$ cat src/design/pbt_pkg.sv
package pbt_pkg;
  // ----------------------------------------
  // Bus command encodings
  // ----------------------------------------
  localparam logic [3:0] CMD_SPECIAL   = 4'h1;
  localparam logic [2:0] CMD_CFG_HI    = 3'h5;
  localparam logic [1:0] CFG_TYPE0     = 2'h0;
  localparam int         CMD_WR_BIT    = 0;
  // ----------------------------------------
  // Timing in bus clocks; the clock period is given in ns
  // ----------------------------------------
  localparam int         CLK_PERIOD_NS = 10;
  localparam int         INIT_LAT_CLKS = 16;
  localparam int         LAT_W         = 5;
  localparam logic [4:0] LAT_STOP      = 5'(INIT_LAT_CLKS - 1);
  localparam logic [4:0] LAT_START     = 5'h1;
  localparam int         MABORT_CLKS   = 5;
  localparam logic [2:0] MABORT_LAST   = 3'(MABORT_CLKS - 1);
  localparam logic [2:0] DEC_START     = 3'h1;
endpackage

$ cat src/design/pbt_core.sv
`timescale 1ns/1ps
// Behaviour
// Target releases TRDY#, STOP#, DEVSEL# the clock after the last data phase.
// Back-end requests a disconnect when a burst would cross its resource.
// Target releases STOP# the cycle after FRAME# is seen deasserted.
// STOP# stays asserted until the initiator negates FRAME#.
// A stop always ends the transaction; data never resumes after STOP#.
// TRDY# is deasserted whenever target-abort is signalled.
// First data phase completes or terminates within 16 clocks.
// DEVSEL# comes before or with TRDY# or STOP#.
// DEVSEL# held until last data phase, dropped only for target-abort.
// Special-cycle commands are never claimed.
// PAR is driven one clock after AD and C/BE#.
// PAR makes AD, C/BE and PAR together hold an even count of ones.
// No locked transactions; lock signal never driven.
// Unclaimed initiator cycle ends in master abort and sets its flag.
// On master abort FRAME# and IRDY# release one clock late.
// Target-abort seen by initiator sets received_target_abort_flag.
// Back-end checks received_target_abort_flag and never reissues.
// Initiator completes with fast, medium, slow and subtractive targets.
// Initiator starts only with grant, idle bus and master enable.
// Master abort no earlier than 5 clocks after FRAME# sampled.
// Status flags clear only on a written one; set wins.
module pbt_core (
  input  wire logic        clk_sys,
  input  wire logic        sys_rst,
  input  wire logic        ce,
  input  wire logic        frame_n_bus,
  output logic             frame_n_drv,
  output logic             frame_n_en,
  input  wire logic        irdy_n_bus,
  output logic             irdy_n_drv,
  output logic             irdy_n_en,
  input  wire logic        trdy_n_bus,
  output logic             trdy_n_drv,
  output logic             trdy_n_en,
  input  wire logic        stop_n_bus,
  output logic             stop_n_drv,
  output logic             stop_n_en,
  input  wire logic        devsel_n_bus,
  output logic             devsel_n_drv,
  output logic             devsel_n_en,
  input  wire logic [31:0] ad_bus,
  output logic [31:0]      ad_drv,
  output logic             ad_en,
  input  wire logic [3:0]  cbe_n_bus,
  output logic [3:0]       cbe_n_drv,
  output logic             cbe_n_en,
  output logic             par_drv,
  output logic             par_en,
  output logic             lock_n_en,
  input  wire logic        idsel,
  input  wire logic        gnt_n,
  output logic             req_n,
  input  wire logic        t_hit,
  input  wire logic        t_ready,
  input  wire logic        t_stop,
  input  wire logic        t_abort,
  input  wire logic [31:0] t_rdata,
  output logic             t_start,
  output logic [31:0]      t_addr,
  output logic [3:0]       t_cmd,
  output logic             t_wr,
  output logic             t_rd,
  output logic [31:0]      t_wdata,
  output logic [3:0]       t_be_n,
  input  wire logic        master_en,
  input  wire logic        m_req,
  input  wire logic [3:0]  m_cmd,
  input  wire logic [31:0] m_addr,
  input  wire logic [31:0] m_wdata,
  input  wire logic [3:0]  m_be_n,
  input  wire logic        m_last,
  input  wire logic        m_ready,
  output logic [31:0]      m_rdata,
  output logic             m_xfer,
  output logic             m_done,
  output logic             mabort_flag,
  output logic             received_target_abort_flag,
  input  wire logic        mabort_clr,
  input  wire logic        rtabort_clr
);
  typedef enum logic [1:0] {T_IDLE, T_DATA, T_ABORT, T_TURN} pbt_tgt_e;
  localparam int INIT_LAT = pbt_pkg::INIT_LAT_CLKS;

  pbt_tgt_e          st_reg, st_next;
  logic              devsel_reg, devsel_next;
  logic              trdy_reg, trdy_next;
  logic              stop_reg, stop_next;
  logic              en_reg, en_next;
  logic              aden_reg, aden_next;
  logic              first_reg, first_next;
  logic [pbt_pkg::LAT_W-1:0] lat_reg, lat_next;
  logic [31:0]       ad_reg, ad_next;
  logic              idle_reg, idle_next;
  logic              rd_reg, rd_next;
  logic              start_reg, start_next;
  logic              wr_reg, wr_next;
  logic              rdp_reg, rdp_next;
  logic [31:0]       addr_reg, addr_next;
  logic [31:0]       wdata_reg, wdata_next;
  logic [3:0]        cmd_reg, cmd_next;
  logic [3:0]        be_reg, be_next;
  logic              addr_ph, is_cfg, claim, xfer, pdone, last, lat_exp;
  logic              i_fi_drv_f, i_ir_drv, i_ctl_en, i_ad_en, i_cbe_en;
  logic [31:0]       i_ad;
  logic [3:0]        i_cbe;

  // ----------------------------------------
  // Address phase decode
  // ----------------------------------------
  assign addr_ph = idle_reg & ~frame_n_bus;
  assign is_cfg  = cbe_n_bus[3:1] == pbt_pkg::CMD_CFG_HI;
  // Never claim our own initiator cycle
  assign claim   = addr_ph & ~i_ctl_en
                   & (cbe_n_bus != pbt_pkg::CMD_SPECIAL)
                   & (is_cfg ? (idsel & (ad_bus[1:0] == pbt_pkg::CFG_TYPE0)) : t_hit);
  assign xfer    = trdy_reg & ~irdy_n_bus;
  assign pdone   = xfer | (stop_reg & ~irdy_n_bus);
  assign last    = pdone & frame_n_bus;
  assign lat_exp = first_reg & (lat_reg >= pbt_pkg::LAT_STOP);

  // ----------------------------------------
  // Target handshake
  // ----------------------------------------
  always_comb begin
    st_next = st_reg; devsel_next = devsel_reg; trdy_next = trdy_reg;
    stop_next = stop_reg; en_next = en_reg; aden_next = aden_reg;
    first_next = first_reg; lat_next = lat_reg;
    ad_next = (trdy_reg & ~xfer) ? ad_reg : t_rdata;
    case (st_reg)
      T_IDLE: begin
        en_next = 1'b0;
        aden_next = 1'b0;
        if (claim) begin
          st_next = T_DATA;
          devsel_next = 1'b1;
          en_next = 1'b1;
          first_next = 1'b1;
          lat_next = pbt_pkg::LAT_START;
        end
      end
      T_DATA: begin
        aden_next = rd_reg;
        if (first_reg) lat_next = lat_reg + 5'h1;
        if (pdone) first_next = 1'b0;
        if (last) begin
          st_next = T_TURN;
          devsel_next = 1'b0;
          trdy_next = 1'b0;
          stop_next = 1'b0;
          aden_next = 1'b0;
        end else if (trdy_reg & ~pdone) begin
          // Handshake frozen until the data phase completes
        end else if (stop_reg) begin
          trdy_next = 1'b0;
        end else if (t_abort) begin
          st_next = T_ABORT;
          devsel_next = 1'b0;
          trdy_next = 1'b0;
          stop_next = 1'b1;
          aden_next = 1'b0;
        end else begin
          stop_next = t_stop | lat_exp;
          trdy_next = t_ready & ~lat_exp;
        end
      end
      T_ABORT: begin
        if (frame_n_bus & ~irdy_n_bus) begin
          st_next = T_TURN;
          stop_next = 1'b0;
        end
      end
      T_TURN: begin
        // Drove the lines high for one clock; now let go
        en_next = 1'b0;
        aden_next = 1'b0;
        st_next = T_IDLE;
      end
      default: st_next = T_IDLE;
    endcase
  end

  always_ff @(posedge clk_sys or posedge sys_rst) begin
    if (sys_rst) begin
      st_reg     <= T_IDLE;
      devsel_reg <= 1'b0;
      trdy_reg   <= 1'b0;
      stop_reg   <= 1'b0;
      en_reg     <= 1'b0;
      aden_reg   <= 1'b0;
      first_reg  <= 1'b0;
      lat_reg    <= '0;
      ad_reg     <= '0;
    end else if (ce) begin
      st_reg     <= st_next;
      devsel_reg <= devsel_next;
      trdy_reg   <= trdy_next;
      stop_reg   <= stop_next;
      en_reg     <= en_next;
      aden_reg   <= aden_next;
      first_reg  <= first_next;
      lat_reg    <= lat_next;
      ad_reg     <= ad_next;
    end
  end

  // ----------------------------------------
  // Back-end capture
  // ----------------------------------------
  always_comb begin
    idle_next  = frame_n_bus & irdy_n_bus;
    start_next = claim;
    rd_next    = claim ? ~cbe_n_bus[pbt_pkg::CMD_WR_BIT] : rd_reg;
    addr_next  = claim ? ad_bus : addr_reg;
    cmd_next   = claim ? cbe_n_bus : cmd_reg;
    wr_next    = xfer & ~rd_reg & (st_reg == T_DATA);
    rdp_next   = xfer & rd_reg & (st_reg == T_DATA);
    wdata_next = wr_next ? ad_bus : wdata_reg;
    be_next    = wr_next ? cbe_n_bus : be_reg;
  end

  always_ff @(posedge clk_sys or posedge sys_rst) begin
    if (sys_rst) begin
      idle_reg  <= 1'b0;
      start_reg <= 1'b0;
      rd_reg    <= 1'b0;
      addr_reg  <= '0;
      cmd_reg   <= '0;
      wr_reg    <= 1'b0;
      rdp_reg   <= 1'b0;
      wdata_reg <= '0;
      be_reg    <= '0;
    end else if (ce) begin
      idle_reg  <= idle_next;
      start_reg <= start_next;
      rd_reg    <= rd_next;
      addr_reg  <= addr_next;
      cmd_reg   <= cmd_next;
      wr_reg    <= wr_next;
      rdp_reg   <= rdp_next;
      wdata_reg <= wdata_next;
      be_reg    <= be_next;
    end
  end

  // ----------------------------------------
  // Initiator and parity
  // ----------------------------------------
  pbt_initiator u_ini (
    .clk_sys      (clk_sys),
    .sys_rst      (sys_rst),
    .ce           (ce),
    .frame_n_bus  (frame_n_bus),
    .irdy_n_bus   (irdy_n_bus),
    .trdy_n_bus   (trdy_n_bus),
    .stop_n_bus   (stop_n_bus),
    .devsel_n_bus (devsel_n_bus),
    .gnt_n        (gnt_n),
    .ad_bus       (ad_bus),
    .master_en    (master_en),
    .m_req        (m_req),
    .m_cmd        (m_cmd),
    .m_addr       (m_addr),
    .m_wdata      (m_wdata),
    .m_be_n       (m_be_n),
    .m_last       (m_last),
    .m_ready      (m_ready),
    .mabort_clr   (mabort_clr),
    .rtabort_clr  (rtabort_clr),
    .frame_n_drv  (i_fi_drv_f),
    .irdy_n_drv   (i_ir_drv),
    .ctl_en       (i_ctl_en),
    .req_n        (req_n),
    .ad_drv       (i_ad),
    .ad_en        (i_ad_en),
    .cbe_drv      (i_cbe),
    .cbe_en       (i_cbe_en),
    .m_rdata      (m_rdata),
    .m_xfer       (m_xfer),
    .m_done       (m_done),
    .mabort_flag  (mabort_flag),
    .received_target_abort_flag (received_target_abort_flag)
  );

  pbt_parity u_par (
    .clk_sys (clk_sys),
    .sys_rst (sys_rst),
    .ce      (ce),
    .ad      (ad_drv),
    .cbe_n   (i_cbe_en ? i_cbe : cbe_n_bus),
    .drive   (ad_en),
    .par_drv (par_drv),
    .par_en  (par_en)
  );

  // ----------------------------------------
  // Pin drive
  // ----------------------------------------
  assign frame_n_drv  = i_fi_drv_f;
  assign frame_n_en   = i_ctl_en;
  assign irdy_n_drv   = i_ir_drv;
  assign irdy_n_en    = i_ctl_en;
  assign trdy_n_drv   = ~trdy_reg;
  assign trdy_n_en    = en_reg;
  assign stop_n_drv   = ~stop_reg;
  assign stop_n_en    = en_reg;
  assign devsel_n_drv = ~devsel_reg;
  assign devsel_n_en  = en_reg;
  assign ad_drv       = aden_reg ? ad_reg : i_ad;
  assign ad_en        = aden_reg | i_ad_en;
  assign cbe_n_drv    = i_cbe;
  assign cbe_n_en     = i_cbe_en;
  // Lock is never taken part in, so its driver stays off
  assign lock_n_en    = 1'b0;
  assign t_start      = start_reg;
  assign t_addr       = addr_reg;
  assign t_cmd        = cmd_reg;
  assign t_wr         = wr_reg;
  assign t_rd         = rdp_reg;
  assign t_wdata      = wdata_reg;
  assign t_be_n       = be_reg;
endmodule

$ cat src/design/pbt_parity.sv
`timescale 1ns/1ps
module pbt_parity (
  input  wire logic        clk_sys,
  input  wire logic        sys_rst,
  input  wire logic        ce,
  input  wire logic [31:0] ad,
  input  wire logic [3:0]  cbe_n,
  input  wire logic        drive,
  output logic             par_drv,
  output logic             par_en
);
  logic par_reg;
  logic par_next;
  logic en_reg;
  logic en_next;

  // ----------------------------------------
  // Even parity, one clock behind AD
  // ----------------------------------------
  always_comb begin
    par_next = ^{ad, cbe_n};
    en_next  = drive;
  end

  always_ff @(posedge clk_sys or posedge sys_rst) begin
    if (sys_rst) begin
      par_reg <= 1'b0;
      en_reg  <= 1'b0;
    end else if (ce) begin
      par_reg <= par_next;
      en_reg  <= en_next;
    end
  end

  assign par_drv = par_reg;
  assign par_en  = en_reg;
endmodule

$ cat src/design/pbt_initiator.sv
`timescale 1ns/1ps
module pbt_initiator (
  input  wire logic        clk_sys,
  input  wire logic        sys_rst,
  input  wire logic        ce,
  input  wire logic        frame_n_bus,
  input  wire logic        irdy_n_bus,
  input  wire logic        trdy_n_bus,
  input  wire logic        stop_n_bus,
  input  wire logic        devsel_n_bus,
  input  wire logic        gnt_n,
  input  wire logic [31:0] ad_bus,
  input  wire logic        master_en,
  input  wire logic        m_req,
  input  wire logic [3:0]  m_cmd,
  input  wire logic [31:0] m_addr,
  input  wire logic [31:0] m_wdata,
  input  wire logic [3:0]  m_be_n,
  input  wire logic        m_last,
  input  wire logic        m_ready,
  input  wire logic        mabort_clr,
  input  wire logic        rtabort_clr,
  output logic             frame_n_drv,
  output logic             irdy_n_drv,
  output logic             ctl_en,
  output logic             req_n,
  output logic [31:0]      ad_drv,
  output logic             ad_en,
  output logic [3:0]       cbe_drv,
  output logic             cbe_en,
  output logic [31:0]      m_rdata,
  output logic             m_xfer,
  output logic             m_done,
  output logic             mabort_flag,
  output logic             received_target_abort_flag
);
  typedef enum logic [2:0] {M_IDLE, M_ADDR, M_DATA, M_MABORT, M_TURN} pbt_ini_e;
  pbt_ini_e    st_reg, st_next;
  logic        frame_reg, frame_next, irdy_reg, irdy_next, en_reg, en_next;
  logic        aden_reg, aden_next, cbeen_reg, cbeen_next, wr_reg, wr_next;
  logic        seen_reg, seen_next, xf_reg, xf_next, dn_reg, dn_next;
  logic        ma_reg, ma_next, ta_reg, ta_next, rq_reg, rq_next;
  logic [2:0]  cnt_reg, cnt_next;
  logic [3:0]  cbe_reg, cbe_next;
  logic [31:0] ad_reg, ad_next, rd_reg, rd_next;
  logic        xfer, stp, tabort, ma_set;

  localparam logic [2:0] MABORT_LAST_C = pbt_pkg::MABORT_LAST;
  assign xfer   = irdy_reg & ~trdy_n_bus;
  assign stp    = (st_reg == M_DATA) & ~stop_n_bus;
  assign tabort = stp & devsel_n_bus & seen_reg;
  // Fast, medium, slow and subtractive claims all land before the count ends
  assign ma_set = (st_reg == M_DATA) & ~seen_reg & devsel_n_bus
                  & (cnt_reg == MABORT_LAST_C);

  // ----------------------------------------
  // Initiator sequencing
  // ----------------------------------------
  always_comb begin
    st_next = st_reg; frame_next = frame_reg; irdy_next = irdy_reg;
    en_next = en_reg; aden_next = aden_reg; cbeen_next = cbeen_reg;
    wr_next = wr_reg; seen_next = seen_reg; cnt_next = cnt_reg;
    cbe_next = cbe_reg; ad_next = ad_reg; rd_next = rd_reg;
    xf_next = 1'b0; dn_next = 1'b0;
    rq_next = m_req & (st_reg == M_IDLE);
    case (st_reg)
      M_IDLE: begin
        en_next = 1'b0; aden_next = 1'b0; cbeen_next = 1'b0;
        if (m_req & ~gnt_n & frame_n_bus & irdy_n_bus & master_en) begin
          st_next = M_ADDR; frame_next = 1'b1; en_next = 1'b1;
          ad_next = m_addr; aden_next = 1'b1; cbe_next = m_cmd; cbeen_next = 1'b1;
          wr_next = m_cmd[pbt_pkg::CMD_WR_BIT]; seen_next = 1'b0;
        end
      end
      M_ADDR: begin
        st_next = M_DATA; cnt_next = pbt_pkg::DEC_START;
        cbe_next = m_be_n; ad_next = m_wdata; aden_next = wr_reg;
        irdy_next = m_ready; frame_next = ~(m_last & m_ready);
      end
      M_DATA: begin
        if (~devsel_n_bus) seen_next = 1'b1;
        else if (~seen_reg) cnt_next = cnt_reg + 3'h1;
        if (ma_set) begin
          st_next = M_MABORT;
        end else if (stp) begin
          xf_next = xfer;
          if (xfer & ~wr_reg) rd_next = ad_bus;
          if (frame_reg) begin
            frame_next = 1'b0; irdy_next = 1'b1;
          end else begin
            irdy_next = 1'b0; st_next = M_TURN;
          end
        end else if (xfer) begin
          xf_next = 1'b1;
          if (~wr_reg) rd_next = ad_bus;
          if (~frame_reg) begin
            irdy_next = 1'b0; st_next = M_TURN;
          end else begin
            irdy_next = m_ready; frame_next = ~(m_last & m_ready);
            ad_next = m_wdata; cbe_next = m_be_n;
          end
        end else if (~irdy_reg) begin
          irdy_next = m_ready; frame_next = ~(m_last & m_ready);
          ad_next = m_wdata; cbe_next = m_be_n;
        end
      end
      M_MABORT: begin
        // Frame held one clock past the abort decision
        if (frame_reg) begin
          frame_next = 1'b0; irdy_next = 1'b1;
        end else begin
          irdy_next = 1'b0; st_next = M_TURN;
        end
      end
      M_TURN: begin
        en_next = 1'b0; aden_next = 1'b0; cbeen_next = 1'b0;
        dn_next = 1'b1; st_next = M_IDLE;
      end
      default: st_next = M_IDLE;
    endcase
    ma_next = ma_set | (ma_reg & ~mabort_clr);
    ta_next = tabort | (ta_reg & ~rtabort_clr);
  end

  always_ff @(posedge clk_sys or posedge sys_rst) begin
    if (sys_rst) begin
      st_reg <= M_IDLE; frame_reg <= 1'b0; irdy_reg <= 1'b0; en_reg <= 1'b0;
      aden_reg <= 1'b0; cbeen_reg <= 1'b0; wr_reg <= 1'b0; seen_reg <= 1'b0;
      cnt_reg <= '0; cbe_reg <= '0; ad_reg <= '0; rd_reg <= '0; xf_reg <= 1'b0;
      dn_reg <= 1'b0; ma_reg <= 1'b0; ta_reg <= 1'b0; rq_reg <= 1'b0;
    end else if (ce) begin
      st_reg <= st_next; frame_reg <= frame_next; irdy_reg <= irdy_next;
      en_reg <= en_next; aden_reg <= aden_next; cbeen_reg <= cbeen_next;
      wr_reg <= wr_next; seen_reg <= seen_next; cnt_reg <= cnt_next;
      cbe_reg <= cbe_next; ad_reg <= ad_next; rd_reg <= rd_next; xf_reg <= xf_next;
      dn_reg <= dn_next; ma_reg <= ma_next; ta_reg <= ta_next; rq_reg <= rq_next;
    end
  end

  assign frame_n_drv = ~frame_reg;
  assign irdy_n_drv  = ~irdy_reg;
  assign ctl_en      = en_reg;
  assign req_n       = ~rq_reg;
  assign ad_drv      = ad_reg;
  assign ad_en       = aden_reg;
  assign cbe_drv     = cbe_reg;
  assign cbe_en      = cbeen_reg;
  assign m_rdata     = rd_reg;
  assign m_xfer      = xf_reg;
  assign m_done      = dn_reg;
  assign mabort_flag = ma_reg;
  assign received_target_abort_flag = ta_reg;
endmodule

$ cat config.mk
export PLATFORM = sky130hd
export DESIGN_NAME = pbt_core
export DESIGN_NICKNAME = d
export VERILOG_FILES = /design/src/design/pbt_pkg.sv /design/src/design/pbt_core.sv /design/src/design/pbt_parity.sv /design/src/design/pbt_initiator.sv
export SDC_FILE = /design/constraint.sdc
export NUM_CORES = 1
export LEC_CHECK = 0
export BUFFER_PORTS_ARGS = -buffer_cell sky130_fd_sc_hd__clkbuf_2
export CORE_MARGIN = 5
export CORE_UTILIZATION = 25
export CTS_BUF_LIST = sky130_fd_sc_hd__clkbuf_4
export CTS_CLUSTER_SIZE = 28
export DETAILED_ROUTE_END_ITERATION = 10
export GPL_TIMING_DRIVEN = 0
export PLACE_DENSITY_LB_ADDON = 0.3
export SLEW_MARGIN = 10
export SYNTH_ARGS = -nofsm -noshare
export SYNTH_HDL_FRONTEND = slang
export SYNTH_HIERARCHICAL = 1
export SYNTH_SLANG_ARGS = --single-unit
$ cat constraint.sdc
create_clock -name clk_sys -period 5.6 [get_ports clk_sys]
set_input_delay 1.12 -clock clk_sys [delete_from_list [all_inputs] [get_ports clk_sys]]
set_output_delay 1.12 -clock clk_sys [all_outputs]
set_load 0.005 [all_outputs]
==> impl_metrics.csv <==
group,metric,value,unit
critical_path,timing.rr.end,"u_par/par_drv$_DFFE_PP0P_",
logic_synthesis,synth_top_family_by_area,"multiplexers",
floorplan,ioPinCount,323,
power,ir_drop,0.3341,mV
placed_design,postPlaceCellArea,0.01260,sq mm
logic_synthesis,yosys_register_bits,209,
critical_path,crit-reg2reg-launch,"aden_reg$_DFFE_PP0P_",
logic_synthesis,synth_cell_types,74,
sta,hold_violations,0,
detailed_routing,dr.pass1.iters,4,
critical_path,cp-end-kind,"output port",
sta,fmax,252.2,MHz
critical_path,worst-setup-path-type,"flop to output port",
sta,worst_pin_slew,1077,ps
clocking,cts.reportedPaths.clkPinSlew,60,ps
global_routing,grt_busiest_layer,"met2",
logic_synthesis,yosys.area_share.simple,5.392,%
placed_design,io_buffers,321,
logic_synthesis,synth-compound-area-share,5.794,%
logic_synthesis,synthMuxAreaShare,29.58,%
global_routing,grt_pass1_vias,8153,
logic_synthesis,syn_nets,919,
floorplan,rows,74,
placed_design,place_congestion,0.8027,
critical_path,cp.required,4480,ps
critical_path,crit_top_cell,"clkbuf_1",
global_routing,grt_use_total,13.84,%
global_routing,grt_start_max_net_pins,79,
sta,maxSlewViolCount,0,
logic_synthesis,synth_top_area_cell,"dfrtp_1",
layout,num-nets-final,1303,
critical_path,cp_data_arrival_time,2850,ps
logic_synthesis,syn_area_per_cell,13.68,sq um
critical_path,r2r_slack,2150,ps
critical_path,critical-path-top-delay-family,"buffers and inverters",
sta,setup_violations,0,
layout,finish.instance_area,0.01337,sq mm
sta,timing.final.crit_share,70.81,%
floorplan,die_w,212.6,microns
critical_path,worstRegToRegCells,9,
detailed_routing,final_antenna_net_count,0,
sta,min_period,3965,ps
sta,fin_skew,50.13,ps
floorplan,die_h,212.6,microns
layout,nFillCells,4187,
logic_synthesis,synth_area_leaders,"dfrtp_1 (51%), mux2_2 (15%), mux2_4 (7.0%)",
sta,tns,0,ps
detailed_routing,viasPerCell,4.414,
logic_synthesis,synthAdderAreaFrac,1.098,%
critical_path,cp_max_fo,10,
critical_path,worstSetupStartpoint,"aden_reg$_DFFE_PP0P_",
logic_synthesis,yosysSeqAreaShare,50.99,%
critical_path,critPathSlowestCell,"clkbuf_1",
clocking,cts_buffers,59,
detailed_routing,routedWlPerCell,18.56,microns
sta,rsz0062_at_grt,"false",
clocking,clock_path_buffers,3,
detailed_routing,drt_iter0_markers,285,
sta,setup_slack,1635,ps
job,cap_violations,0,
logic_synthesis,yosys_warnings,6,
clocking,cts_resized,0,
critical_path,worstSetupStartpointType,"flop",
logic_synthesis,postSynthCellCount,750,
outcome,status,"complete, no violations",
layout,finish.utilization,32.82,%
critical_path,cp_num_buf_inv,3,
clocking,htreeDepth,2,
logic_synthesis,yosysTopAreaCellShare,50.99,%
power,p_leak,6.522,nW
floorplan,initial_utilization,25.18,%
clocking,clock_sinks,209,
clocking,insertion_delay,760,ps
detailed_routing,drt-total-wl,31.84,mm
critical_path,max_stage_delay,730,ps
min_path,hold_class,"input pin to async pin",
floorplan,die_area,0.04518,sq mm
layout,drive_above_1_share,55.30,%
critical_path,path_cells,"clkbuf_1 -> clkbuf_1 -> mux2_2 -> clkbuf_2",
global_routing,grt_pass1_wl,48.13,mm
logic_synthesis,synth_edf_count,0,
power,p_per_area,533.3,mW/mm^2
global_routing,gr-usage-met2,22.73,%
global_routing,grtUsageMet1,17.31,%
global_routing,antenna_found_initial,3,
logic_synthesis,syn-cell-area,0.01026,sq mm
logic_synthesis,synth_top_flop_cell,"dfrtp_1",
placed_design,dp.cells,1605,
clocking,cts_hold_buf,0,
placed_design,post-dp-hpwl,24.14,mm
logic_synthesis,synth_xor_area_share,3.037,%
layout,stdcell_count,1716,
detailed_routing,route.detailed.drc,0,
logic_synthesis,synth-async-reset-ratio,100.0,%
global_routing,overflow,0,
sta,relSlewSlack,28.06,%
placed_design,post-place-ws,2122,ps
clocking,cts-root-buf,"clkbuf_4",
layout,area_growth,30.35,%
floorplan,core-area,0.04074,sq mm
global_routing,grtUsageMet3,4.397,%
clocking,postCtsSetupBuffers,0,
detailed_routing,vias,7574,
clocking,cts_tree,"done",
worst max path at each step:
stage / to / slack [ps] / cells after the start
floorplan: ad_reg[0]$_DFFE_PP0P_ / 1240 / 1
global placement: t_wdata[11]$_DFFE_PP0P_ / -1120 / 2
detailed placement: u_par/par_drv$_DFFE_PP0P_ / 2120 / 9
CTS: ad_drv[7] / 1520 / 4
global route: ad_drv[7] / 1400 / 4
finish: ad_drv[7] / 1630 / 4
cell usage after synthesis, types with 3 or more instances:
master / number
a21o_1: 5
a21oi_1: 12
a31oi_1: 5
buf_12: 6
buf_2: 8
buf_4: 10
buf_6: 4
clkbuf_1: 8
dfrtp_1: 209
ha_1: 9
inv_1: 24
mux2_1: 63
mux2_2: 138
mux2_4: 48
mux2i_1: 5
nand2_1: 23
nand2b_1: 9
nand3_1: 8
nand3b_1: 4
nand4_1: 4
nor2_1: 11
nor2b_1: 4
nor3_1: 7
nor3b_1: 3
nor4_1: 3
o211ai_1: 4
o21ai_0: 22
o31ai_1: 3
o41ai_1: 4
xnor2_1: 30
xor2_1: 3
final cells by class:
| cell class | count | area, sq um | area share, % |
|---|---|---|---|
| Antenna cell | 5 | 12.51 | 0.09358 |
| Buffer | 38 | 317.8 | 2.377 |
| Clock buffer | 89 | 668.1 | 4.997 |
| Clock inverter | 17 | 92.59 | 0.6925 |
| Inverter | 26 | 112.6 | 0.8422 |
| Multi-Input combinational cell | 477 | 4609 | 34.48 |
| Sequential cell | 209 | 5230 | 39.12 |
| Tap cell | 532 | 665.6 | 4.978 |
| Timing Repair Buffer | 323 | 1662 | 12.43 |
power by group:
part | total [mW] | switching (mW) | internal (mW)
Sequential | 2.34 | 0.317 | 2.03
Clock | 1.45 | 0.683 | 0.766
Combinational | 3.34 | 1.55 | 1.78
metal layers:
metal	part of all wire, %	vias up
met1	42	3762
met2	49	236
met4	2.7	2
li1	-	3516
met5	0.041	-
met3	6.5	58
logic make-up (layout without fill, tap and decap cells):
kind of cell,Yosys count,count (layout)
AO/OA/AOI/OAI,84,84
XOR/XNOR,34,34
buffers and inverters,64,493
AND/OR/NAND/NOR,95,95
flip-flops,209,209
adder cells (fa/ha/maj),9,9
other,1,6
multiplexers,254,254
worst reg2reg max path, delay by kind of cell, from the launching register on:
kind                      cells  cell delay [ps]
AOI/OAI and AO/OA             1              100
xor gates and xnor gates      5             1260
buffers and inverters         2             1090
DFF                           1              410
muxes                         1              460
per-stage QoR:
stage | power [mW] | hold slack, ps
floorplan | 4.558 | 474.0
global placement | 5.745 | 466.4
detailed placement | 5.775 | 473.5
CTS | 7.300 | 199.0
global route | 7.647 | 225.0
finish | 7.130 | 309.9
layout by cell type (no fill, tap or decap), drive strengths merged, types with 3 or more instances in the layout:
cell type,Yosys,layout
a21boi,3,3
a21o,5,5
a21oi,14,14
a31oi,5,5
buf,30,32
clkbuf,8,418
clkinv,0,15
dfrtp,209,209
diode,0,5
ha,9,9
inv,26,27
mux2,249,249
mux2i,5,5
nand2,24,24
nand2b,10,10
nand3,10,10
nand3b,4,4
nand4,4,4
nor2,14,14
nor2b,5,5
nor3,8,8
nor3b,3,3
nor4,3,3
o211ai,5,5
o21ai,23,23
o31ai,3,3
o41ai,4,4
xnor2,30,30
xor2,3,3
(Power assumes the default switching activity.)
